<file path="src/pkg/hcs_pkg.sv">
package hcs_pkg;

  // apb register byte offsets
  localparam logic [7:0] OFS_MISC_OUT = 8'h00;
  localparam logic [7:0] OFS_ENA_A = 8'h04;
  localparam logic [7:0] OFS_ENA_B = 8'h08;
  localparam logic [7:0] OFS_EXT_ID = 8'h0C;
  localparam logic [7:0] OFS_SWITCH = 8'h10;
  localparam logic [7:0] OFS_EXT_CTRL = 8'h14;
  localparam logic [7:0] OFS_STATUS = 8'h18;

  // field positions
  localparam int MISC_CLK_LSB = 2;
  localparam int ENA_BIT = 0;
  localparam int ID_LSB = 0;
  localparam int ID_W = 4;
  localparam int ST_ISA = 0;
  localparam int ST_SELECTED = 1;
  localparam int ST_RESPOND = 2;
  localparam int ST_ID_VALID = 3;
  localparam int ST_EXT_OPEN = 4;
  localparam int SW_W = 7;
  localparam int PIN_W = 11;

  // reset values
  localparam logic [7:0] MISC_RST = 8'h00;
  localparam logic [7:0] EXT_CTRL_RST = 8'h00;
  localparam logic [3:0] ID_RST = 4'h0;
  localparam logic [6:0] SW_RST = 7'h7F;
  localparam logic [PIN_W-1:0] PINS_INIT = 11'h706;

  // dot clock choices
  localparam logic [1:0] CLK_SEL_A = 2'h0;
  localparam logic [1:0] CLK_SEL_B = 2'h1;

  // bios rom window: upper address lines and address bit 15
  localparam logic [2:0] ROM_UPPER = 3'h4;
  localparam logic ROM_A15 = 1'h0;

  // display memory: four planes of 64 KB, two x4 chips each
  localparam int PLANES = 4;
  localparam int PLANE_AW = 16;
  localparam int MEM_AW = 18;
  localparam int CHIPS = 8;

  typedef struct packed {
    logic strap;
    logic high_byte_enable_n;
    logic refresh_cycle_n;
    logic mem_or_io_sel;
    logic [2:0] upper_addr;
    logic high_address_valid;
    logic cmd_strobe_n;
    logic mem_read_n;
    logic host_addr15;
  } hcs_pins_t;

  typedef struct packed {
    logic [1:0] plane;
    logic [PLANE_AW-1:0] addr;
    logic [CHIPS-1:0] chip_en;
  } hcs_dram_t;

endpackage

</file>
<file path="src/logic/hcs_host_config_select.sv">
// The placing of the registers and the APB slave port were decided locally.
`timescale 1ns/1ps
// Contract
// - reset disables every extension function; behaves as plain adapter
// - extension control writes ignored unless both enable groups set; id writes always taken; groups clear on reset
// - standard registers get no extended meaning in unused bits
// - strap picks isa-style or channel-bus host signalling, both on chip
// - host transfers may be 8 or 16 bits wide
// - isa mode decodes bios rom, drives rom select and transceiver enable
// - seven switches multiplexed on bus inputs, read through buffers
// - switch states captured into readable register while command strobe low
// - up to sixteen devices share space; only selected one responds
// - written id must equal own switch number to respond
// - 256 KB display memory as four 64 KB planes of two chips
// - misc output bits 2 and 3 pick one of three dot clocks
// - io sequencing on memory clock, dram timing on selected dot clock (dram outputs here are registered on mclk, dot clock only driven out)
// - strap low selects channel bus, high selects isa-style
// - upper address to switch bits 0-2, byte-high 3, high-address 4
// - memory-io input to switch bit 5, refresh or disable to bit 6
// - refresh or disable low blocks all memory and io responses
module hcs_host_config_select (
  input wire logic mclk,
  input wire logic rstn,
  input wire logic psel,
  input wire logic penable,
  input wire logic pwrite,
  input wire logic [7:0] paddr,
  input wire logic [31:0] pwdata,
  output logic [31:0] prdata,
  output logic pready,
  output logic pslverr,
  input wire logic bus_type_strap,
  input wire logic high_byte_enable_n,
  input wire logic refresh_cycle_n,
  input wire logic mem_or_io_sel,
  input wire logic [2:0] upper_addr,
  input wire logic high_address_valid,
  input wire logic cmd_strobe_n,
  input wire logic mem_read_n,
  input wire logic host_addr15,
  input wire logic [17:0] mem_offset,
  input wire logic dot_clock_a,
  input wire logic dot_clock_b,
  input wire logic dot_clock_c,
  output logic dot_clock_sel,
  output logic isa_mode,
  output logic host_respond,
  output logic wide_transfer,
  output logic bios_rom_select_n,
  output logic xcvr_enable_n,
  output logic [7:0] ext_features,
  output logic [6:0] switch_value,
  output logic [1:0] dram_plane,
  output logic [15:0] dram_addr,
  output logic [7:0] dram_chip_en
);

  function automatic logic addr_mapped(input logic [7:0] a);
    addr_mapped = (a == hcs_pkg::OFS_MISC_OUT) || (a == hcs_pkg::OFS_ENA_A) ||
                  (a == hcs_pkg::OFS_ENA_B) || (a == hcs_pkg::OFS_EXT_ID) ||
                  (a == hcs_pkg::OFS_SWITCH) || (a == hcs_pkg::OFS_EXT_CTRL) ||
                  (a == hcs_pkg::OFS_STATUS);
  endfunction

  function automatic hcs_pkg::hcs_dram_t plane_map(input logic [17:0] ofs);
    hcs_pkg::hcs_dram_t d;
    d.plane = ofs[17:16];
    d.addr = ofs[15:0];
    d.chip_en = '0;
    d.chip_en[2*ofs[17:16]] = 1'b1;
    d.chip_en[2*ofs[17:16]+1] = 1'b1;
    plane_map = d;
  endfunction

  hcs_pkg::hcs_pins_t pins_raw;
  hcs_pkg::hcs_pins_t pins_s;
  logic [hcs_pkg::PIN_W-1:0] pins_vec;

  assign pins_raw = '{strap: bus_type_strap, high_byte_enable_n: high_byte_enable_n,
                      refresh_cycle_n: refresh_cycle_n, mem_or_io_sel: mem_or_io_sel,
                      upper_addr: upper_addr, high_address_valid: high_address_valid,
                      cmd_strobe_n: cmd_strobe_n, mem_read_n: mem_read_n,
                      host_addr15: host_addr15};

  hcs_pin_sync #(
    .W(hcs_pkg::PIN_W),
    .INIT(hcs_pkg::PINS_INIT)
  ) u_sync (
    .mclk(mclk),
    .rstn(rstn),
    .pin_in(pins_raw),
    .pin_out(pins_vec)
  );

  assign pins_s = hcs_pkg::hcs_pins_t'(pins_vec);

  // register state
  logic [7:0] misc_r, misc_nxt;
  logic ena_a_r, ena_a_nxt;
  logic ena_b_r, ena_b_nxt;
  logic [3:0] ext_id_r, ext_id_nxt;
  logic id_valid_r, id_valid_nxt;
  logic [7:0] ext_ctrl_r, ext_ctrl_nxt;
  logic [6:0] switch_r, switch_nxt;
  logic isa_r, isa_nxt;
  logic strap_done_r, strap_done_nxt;
  logic [31:0] prdata_r, prdata_nxt;
  logic resp_r, resp_nxt;
  logic wide_r, wide_nxt;
  logic rom_n_r, rom_n_nxt;
  hcs_pkg::hcs_dram_t dram_r, dram_nxt;

  logic setup_ph;
  logic wr_acc;
  logic ext_open;
  logic selected;

  assign setup_ph = psel && !penable;
  assign wr_acc = psel && penable && pwrite && addr_mapped(paddr);
  assign ext_open = ena_a_r && ena_b_r;
  // before any id is written, a lone board answers
  assign selected = !id_valid_r || (ext_id_r == switch_r[3:0]);

  always_comb begin
    misc_nxt = misc_r;
    ena_a_nxt = ena_a_r;
    ena_b_nxt = ena_b_r;
    ext_id_nxt = ext_id_r;
    id_valid_nxt = id_valid_r;
    ext_ctrl_nxt = ext_ctrl_r;
    if (wr_acc) begin
      unique case (paddr)
        hcs_pkg::OFS_MISC_OUT: misc_nxt = pwdata[7:0];
        hcs_pkg::OFS_ENA_A: ena_a_nxt = pwdata[hcs_pkg::ENA_BIT];
        hcs_pkg::OFS_ENA_B: ena_b_nxt = pwdata[hcs_pkg::ENA_BIT];
        hcs_pkg::OFS_EXT_ID: begin
          // every device takes the id, selected or not
          ext_id_nxt = pwdata[hcs_pkg::ID_LSB +: hcs_pkg::ID_W];
          id_valid_nxt = 1'b1;
        end
        hcs_pkg::OFS_EXT_CTRL: begin
          if (ext_open) begin
            ext_ctrl_nxt = pwdata[7:0];
          end
        end
        default: begin
        end
      endcase
    end
  end

  // switch capture while command strobe low
  always_comb begin
    switch_nxt = switch_r;
    if (!pins_s.cmd_strobe_n) begin
      switch_nxt[2:0] = pins_s.upper_addr;
      switch_nxt[3] = pins_s.high_byte_enable_n;
      switch_nxt[4] = pins_s.high_address_valid;
      switch_nxt[5] = pins_s.mem_or_io_sel;
      switch_nxt[6] = pins_s.refresh_cycle_n;
    end
  end

  // strap taken once, first cycle after reset release
  always_comb begin
    isa_nxt = isa_r;
    strap_done_nxt = 1'b1;
    if (!strap_done_r) begin
      isa_nxt = pins_s.strap;
    end
  end

  always_comb begin
    prdata_nxt = prdata_r;
    if (setup_ph) begin
      prdata_nxt = '0;
      unique case (paddr)
        hcs_pkg::OFS_MISC_OUT: prdata_nxt[7:0] = misc_r;
        hcs_pkg::OFS_ENA_A: prdata_nxt[hcs_pkg::ENA_BIT] = ena_a_r;
        hcs_pkg::OFS_ENA_B: prdata_nxt[hcs_pkg::ENA_BIT] = ena_b_r;
        hcs_pkg::OFS_EXT_ID: prdata_nxt[hcs_pkg::ID_LSB +: hcs_pkg::ID_W] = ext_id_r;
        hcs_pkg::OFS_SWITCH: prdata_nxt[6:0] = switch_r;
        hcs_pkg::OFS_EXT_CTRL: prdata_nxt[7:0] = ext_ctrl_r;
        hcs_pkg::OFS_STATUS: begin
          prdata_nxt[hcs_pkg::ST_ISA] = isa_r;
          prdata_nxt[hcs_pkg::ST_SELECTED] = selected;
          prdata_nxt[hcs_pkg::ST_RESPOND] = resp_r;
          prdata_nxt[hcs_pkg::ST_ID_VALID] = id_valid_r;
          prdata_nxt[hcs_pkg::ST_EXT_OPEN] = ext_open;
        end
        default: begin
        end
      endcase
    end
  end

  // host side gating and decode
  always_comb begin
    resp_nxt = selected && pins_s.refresh_cycle_n;
    wide_nxt = resp_nxt && !pins_s.high_byte_enable_n;
    rom_n_nxt = !(resp_nxt && isa_r && strap_done_r && !pins_s.mem_read_n &&
                  pins_s.high_address_valid && (pins_s.upper_addr == hcs_pkg::ROM_UPPER) &&
                  (pins_s.host_addr15 == hcs_pkg::ROM_A15));
    dram_nxt = plane_map(mem_offset);
  end

  always_ff @(posedge mclk) begin
    if (!rstn) begin
      misc_r <= hcs_pkg::MISC_RST;
      ena_a_r <= 1'b0;
      ena_b_r <= 1'b0;
      ext_id_r <= hcs_pkg::ID_RST;
      id_valid_r <= 1'b0;
      ext_ctrl_r <= hcs_pkg::EXT_CTRL_RST;
      switch_r <= hcs_pkg::SW_RST;
      isa_r <= 1'b1;
      strap_done_r <= 1'b0;
      prdata_r <= '0;
      resp_r <= 1'b0;
      wide_r <= 1'b0;
      rom_n_r <= 1'b1;
      dram_r <= '0;
    end else begin
      misc_r <= misc_nxt;
      ena_a_r <= ena_a_nxt;
      ena_b_r <= ena_b_nxt;
      ext_id_r <= ext_id_nxt;
      id_valid_r <= id_valid_nxt;
      ext_ctrl_r <= ext_ctrl_nxt;
      switch_r <= switch_nxt;
      isa_r <= isa_nxt;
      strap_done_r <= strap_done_nxt;
      prdata_r <= prdata_nxt;
      resp_r <= resp_nxt;
      wide_r <= wide_nxt;
      rom_n_r <= rom_n_nxt;
      dram_r <= dram_nxt;
    end
  end

  // dot clock mux; select changes may glitch, reprogram only while blanked
  always_comb begin
    unique case (misc_r[hcs_pkg::MISC_CLK_LSB +: 2])
      hcs_pkg::CLK_SEL_A: dot_clock_sel = dot_clock_a;
      hcs_pkg::CLK_SEL_B: dot_clock_sel = dot_clock_b;
      default: dot_clock_sel = dot_clock_c;
    endcase
  end
  // dram plane, address and chip enables are registered on mclk like the register side; dot_clock_sel is only driven out

  assign prdata = prdata_r;
  assign pready = psel && penable;
  assign pslverr = psel && penable && !addr_mapped(paddr);
  assign isa_mode = isa_r;
  assign host_respond = resp_r;
  assign wide_transfer = wide_r;
  assign bios_rom_select_n = rom_n_r;
  assign xcvr_enable_n = rom_n_r;
  assign ext_features = ext_ctrl_r & {8{ext_open}};
  assign switch_value = switch_r;
  assign dram_plane = dram_r.plane;
  assign dram_addr = dram_r.addr;
  assign dram_chip_en = dram_r.chip_en;
endmodule

</file>
<file path="src/logic/hcs_pin_sync.sv">
`timescale 1ns/1ps
module hcs_pin_sync #(
  parameter int W = 1,
  parameter logic [W-1:0] INIT = '0
) (
  input wire logic mclk,
  input wire logic rstn,
  input wire logic [W-1:0] pin_in,
  output logic [W-1:0] pin_out
);

  logic [W-1:0] s1_r;
  logic [W-1:0] s2_r;
  logic [W-1:0] s3_r;
  logic [W-1:0] out_r;
  logic [W-1:0] out_nxt;

  // a change counts once stages two and three agree
  genvar i;
  generate
    for (i = 0; i < W; i++) begin : g_bit
      always_comb begin
        out_nxt[i] = (s2_r[i] == s3_r[i]) ? s3_r[i] : out_r[i];
      end
    end
  endgenerate

  // the filter runs through reset, so the levels are already settled at release
  // and a strap taken at the first edge afterwards is the real pin level
  always_ff @(posedge mclk) begin
    s1_r <= pin_in;
    s2_r <= s1_r;
    s3_r <= s2_r;
    out_r <= out_nxt;
  end

  assign pin_out = out_r;

endmodule

</file>
<file path="config.mk">
export PLATFORM = sky130hd
export DESIGN_NAME = hcs_host_config_select
export DESIGN_NICKNAME = d
export VERILOG_FILES = /design/src/pkg/hcs_pkg.sv /design/src/logic/hcs_host_config_select.sv /design/src/logic/hcs_pin_sync.sv
export SDC_FILE = /design/constraint.sdc
export NUM_CORES = 1
export LEC_CHECK = 0
export ABC_AREA = 0
export BUFFER_PORTS_ARGS = -buffer_cell sky130_fd_sc_hd__buf_2
export CAP_MARGIN = 15
export CORE_MARGIN = 4
export CORE_UTILIZATION = 48
export DETAILED_ROUTE_END_ITERATION = 8
export GPL_TIMING_DRIVEN = 0
export PLACE_DENSITY = 0.8
export SYNTH_ARGS = -nofsm -noshare
export SYNTH_HDL_FRONTEND = slang
export SYNTH_SLANG_ARGS = --single-unit
</file>
<file path="constraint.sdc">
create_clock -name mclk -period 2.1 [get_ports mclk]
set_clock_uncertainty 0.2 [all_clocks]
set_input_delay 0.42 -clock mclk [delete_from_list [all_inputs] [get_ports mclk]]
set_output_delay 0.42 -clock mclk [all_outputs]
set_load 0.02 [all_outputs]
</file>
==> reports/qor.csv <==
stage,metric,value,unit
pwr,vdd_drop_max,0.000508,V
synth,synth.distinct_cells,45,
synth,yosys.area_share.xor_xnor,3.21,%
synth,ys_seq_elements,109,
clock_network,clkTransAtPathRegs,0.11,ns
sta,setup_violations,0,
detailed_routing,vias,3094,
synth,synth_top_area_share,48.0,%
flow_run,drv_cap,0,
synth,ys.flop_type,dfxtp_1,
layout,antennaDiodeCount,0,
synth,ys_top_cells_by_area,"dfxtp_1 (48%), edfxtp_1 (8.1%), mux2i_1 (6.4%)",
layout,drive_above_1_share,32.4,%
global_routing,top_usage_layer,met2,
sta,rsz0062_at_grt,false,
synth,synthTopCellsByCount,"dfxtp_1 (98), buf_4 (31), mux2i_1 (26)",
floorplan,die_area,10100,sq um
layout,num-nets-final,600,
layout,design_area,5180,sq um
detailed_routing,avgRoutedWirePerCell,14.9,microns
synth,synth_top_family_by_area,simple AND/OR/NAND/NOR gates,
worst_setup_path,cp_slowest_stage_delay,0.21,ns
clock_network,cts_tree,yes,
detailed_routing,wl,9.46,mm
worst_hold_path,hp-class,input pin to flip-flop,
floorplan,core_area,8260,sq um
synth,synth-compound-area-share,7.34,%
global_routing,grt_max_degree,18,
run_status,run_status,finished clean,
global_routing,grt_use_met1,21.9,%
pwr,power,0.00396,W
synth,netlist_instances,369,
global_routing,grt-ovfl-total,0,
synth,synth_edf_count,11,
sta,min_period_over_period,98.1,%
sta,tns,0,ns
global_routing,antenna_found_initial,0,
synth,yosys_warnings,0,
sta,whs,0.0389,ns
worst_setup_path,crit_arrival,1.44,ns
worst_setup_path,setup.worst_path.start_class,input pin,
layout,fin_util,62.7,%
layout,syn_to_final_growth,26.7,%
pwr,p_leak,2.45,nW
global_routing,grt_usage,19.0,%
global_routing,grt_first_pass_wirelength,15.0,mm
synth,synthArstFlopShare,0,%
synth,avgSynthCellArea,11.1,sq um
worst_setup_path,crit_slowest_cell,buf_4,
floorplan,fp.dieW,100,microns
global_routing,grt_pass1_vias,3115,
clock_network,clockRootBuffer,clkbuf_8,
global_routing,met3_usage,4.03,%
floorplan,initial_utilization,49.5,%
worst_setup_path,crit_chain,buf_2 > buf_4 > buf_4 > nand2_1 > a21boi_0 > buf_2,
synth,synth-simple-area-share,17.9,%
placement,placed_cell_area,4840,sq um
detailed_routing,first_pass_iters,4,
worst_setup_path,required,1.48,ns
floorplan,die_height,100,microns
clock_network,cts.htree.levels,3,
worst_setup_path,worst-path-max-fanout,10,
detailed_routing,detail-route-antenna-nets,0,
synth,synth_adder_area_share,0,%
sta,final-hold-violation-count,0,
synth,syn_area,4090,sq um
global_routing,met2_usage,33.7,%
sta,max_freq,485,MHz
detailed_routing,drc_errors,0,
sta,period_minus_slack,2.06,ns
floorplan,io_pins,158,
detailed_routing,dr.first_iter.drc_count,110,
placement,hpwl,7.07,mm
floorplan,rows,33,
synth,synth_most_common_cell,dfxtp_1,
synth,synthMuxAreaShare,7.74,%
clock_network,clock-sinks,109,
clock_network,cts.path.max_buffers,2,
detailed_routing,vias_per_cell,4.89,
clock_network,clock_latency,0.36,ns
synth,synth_top_area_cell,dfxtp_1,
layout,fill_cells,717,
synth,yosysSeqAreaShare,56.1,%
placement,io_buffer_count,107,
placement,gp_congestion,0.916,
worst_setup_path,cp-end-kind,output pin,
pwr,p_per_area,765,nW/um^2
worst_setup_path,worstSetupPathType,input pin to output pin,
clock_network,cts_buffers,9,
sta,drv_slew,0,
-- layer usage --
layer  share of wire (%)  wire length [microns]  vias up
li1                    -                      -     1529
met1                  40                   3770     1453
met2                  53                   4980       97
met3                 6.2                    586       15
met4                 1.3                    126        0
met5                   0                      0        -
-- sequential cells by signal (all words and copies together) (netlist names) --
name and cells:
host_respond 1, id_valid_r 1, u_sync.s1_r 11, dram_addr 16, prdata 8, u_sync.s3_r 11, ext_id_r 4, bios_rom_select_n 1
strap_done_r 1, dram_plane 2, u_sync.s2_r 11, ext_ctrl_r 8, misc_r 8, dram_chip_en 4, wide_transfer 1, u_sync.pin_out 11
ena_b_r 1, switch_value 7, ena_a_r 1, isa_mode 1
-- repair_timing --
| action | in CTS | in global routing |
|---|---|---|
| setup endpoints to repair | 1 | 9 |
| gates resized for setup | 1 | 7 |
| pin swaps | 0 | 1 |
| hold buffers | 11 | 0 |
| endpoints found under the hold margin | 11 | 0 |
| buffers inserted | 0 | 2 |
-- area by class of cell --
class | count | area [sq um] | share of cell area (%)
inverters | 1 | 3.75 | 0.0725
repair buffers | 120 | 661 | 12.8
flip-flops and latches | 109 | 2290 | 44.3
clock buffers | 12 | 145 | 2.80
clock inverters | 4 | 55.1 | 1.06
plain buffers | 48 | 318 | 6.14
multi-input cells | 234 | 1570 | 30.4
well taps | 105 | 131 | 2.54
-- metrics by stage --
step                      worst slack, ns  instances
final                              0.0397        633
after global routing               0.0314        633
after CTS                         0.00289        631
after detailed placement          -0.0495        604
after global placement            -0.0802        604
after floorplan                     0.101        392
-- report_power, final --
group | switching, W | internal [W]
logic | 0.000241 | 0.000193
clock network | 0.000695 | 0.000596
registers | 0.0000431 | 0.00219
-- critical path: cells and delay by family --
family	cells	cell delay, ns
simple gates	1	0.08
buf+inv	4	0.75
compound gates	1	0.18
-- cells in the final DEF, fill, tap and decap left out, types with 5 or more instances in the layout --
master         netlist  layout
clkbuf_8             0      10
xnor2_1             11      11
nand4_1              5       5
and2_1              25      25
clkbuf_1            10      10
a21boi_0             7       7
nand3_1             13      13
and3_1              13      13
nor2b_1             22      22
nand2_1             19      19
a21boi_1             5       5
mux2i_1             26      26
conb_1               1      24
nor3_1               6       6
dfxtp_1             98      98
edfxtp_1            11      11
o21ai_0             14      14
buf_2                5     110
dlygate4sd3_1        0      11
buf_4               31      35
-- worst paths after layout --
path | endpoint | slack [ns] | cells past startpoint | from
setup reg to reg | bios_rom_select_n$_SDFF_PN1_ | 0.33 | 4 | switch_value[0]$_SDFFE_PN1N_
hold / removal | dram_chip_en[5]$_SDFF_PN0_ | 0.04 | 2 | mem_offset[16]
setup / recovery | pslverr | 0.04 | 6 | paddr[4]
hold reg to reg | u_sync.s2_r[0]$_DFF_P_ | 0.13 | 0 | u_sync.s1_r[0]$_DFF_P_
-- kinds of logic after synthesis --
| group | after synthesis |
|---|---|
| muxes | 30 |
| AOI/OAI and AO/OA | 45 |
| xor gates and xnor gates | 15 |
| DFF | 109 |
| other | 1 |
| and+or+nand+nor | 120 |
| buffers and inverters | 49 |
No activity file was read; power rests on OpenSTA's default activity.
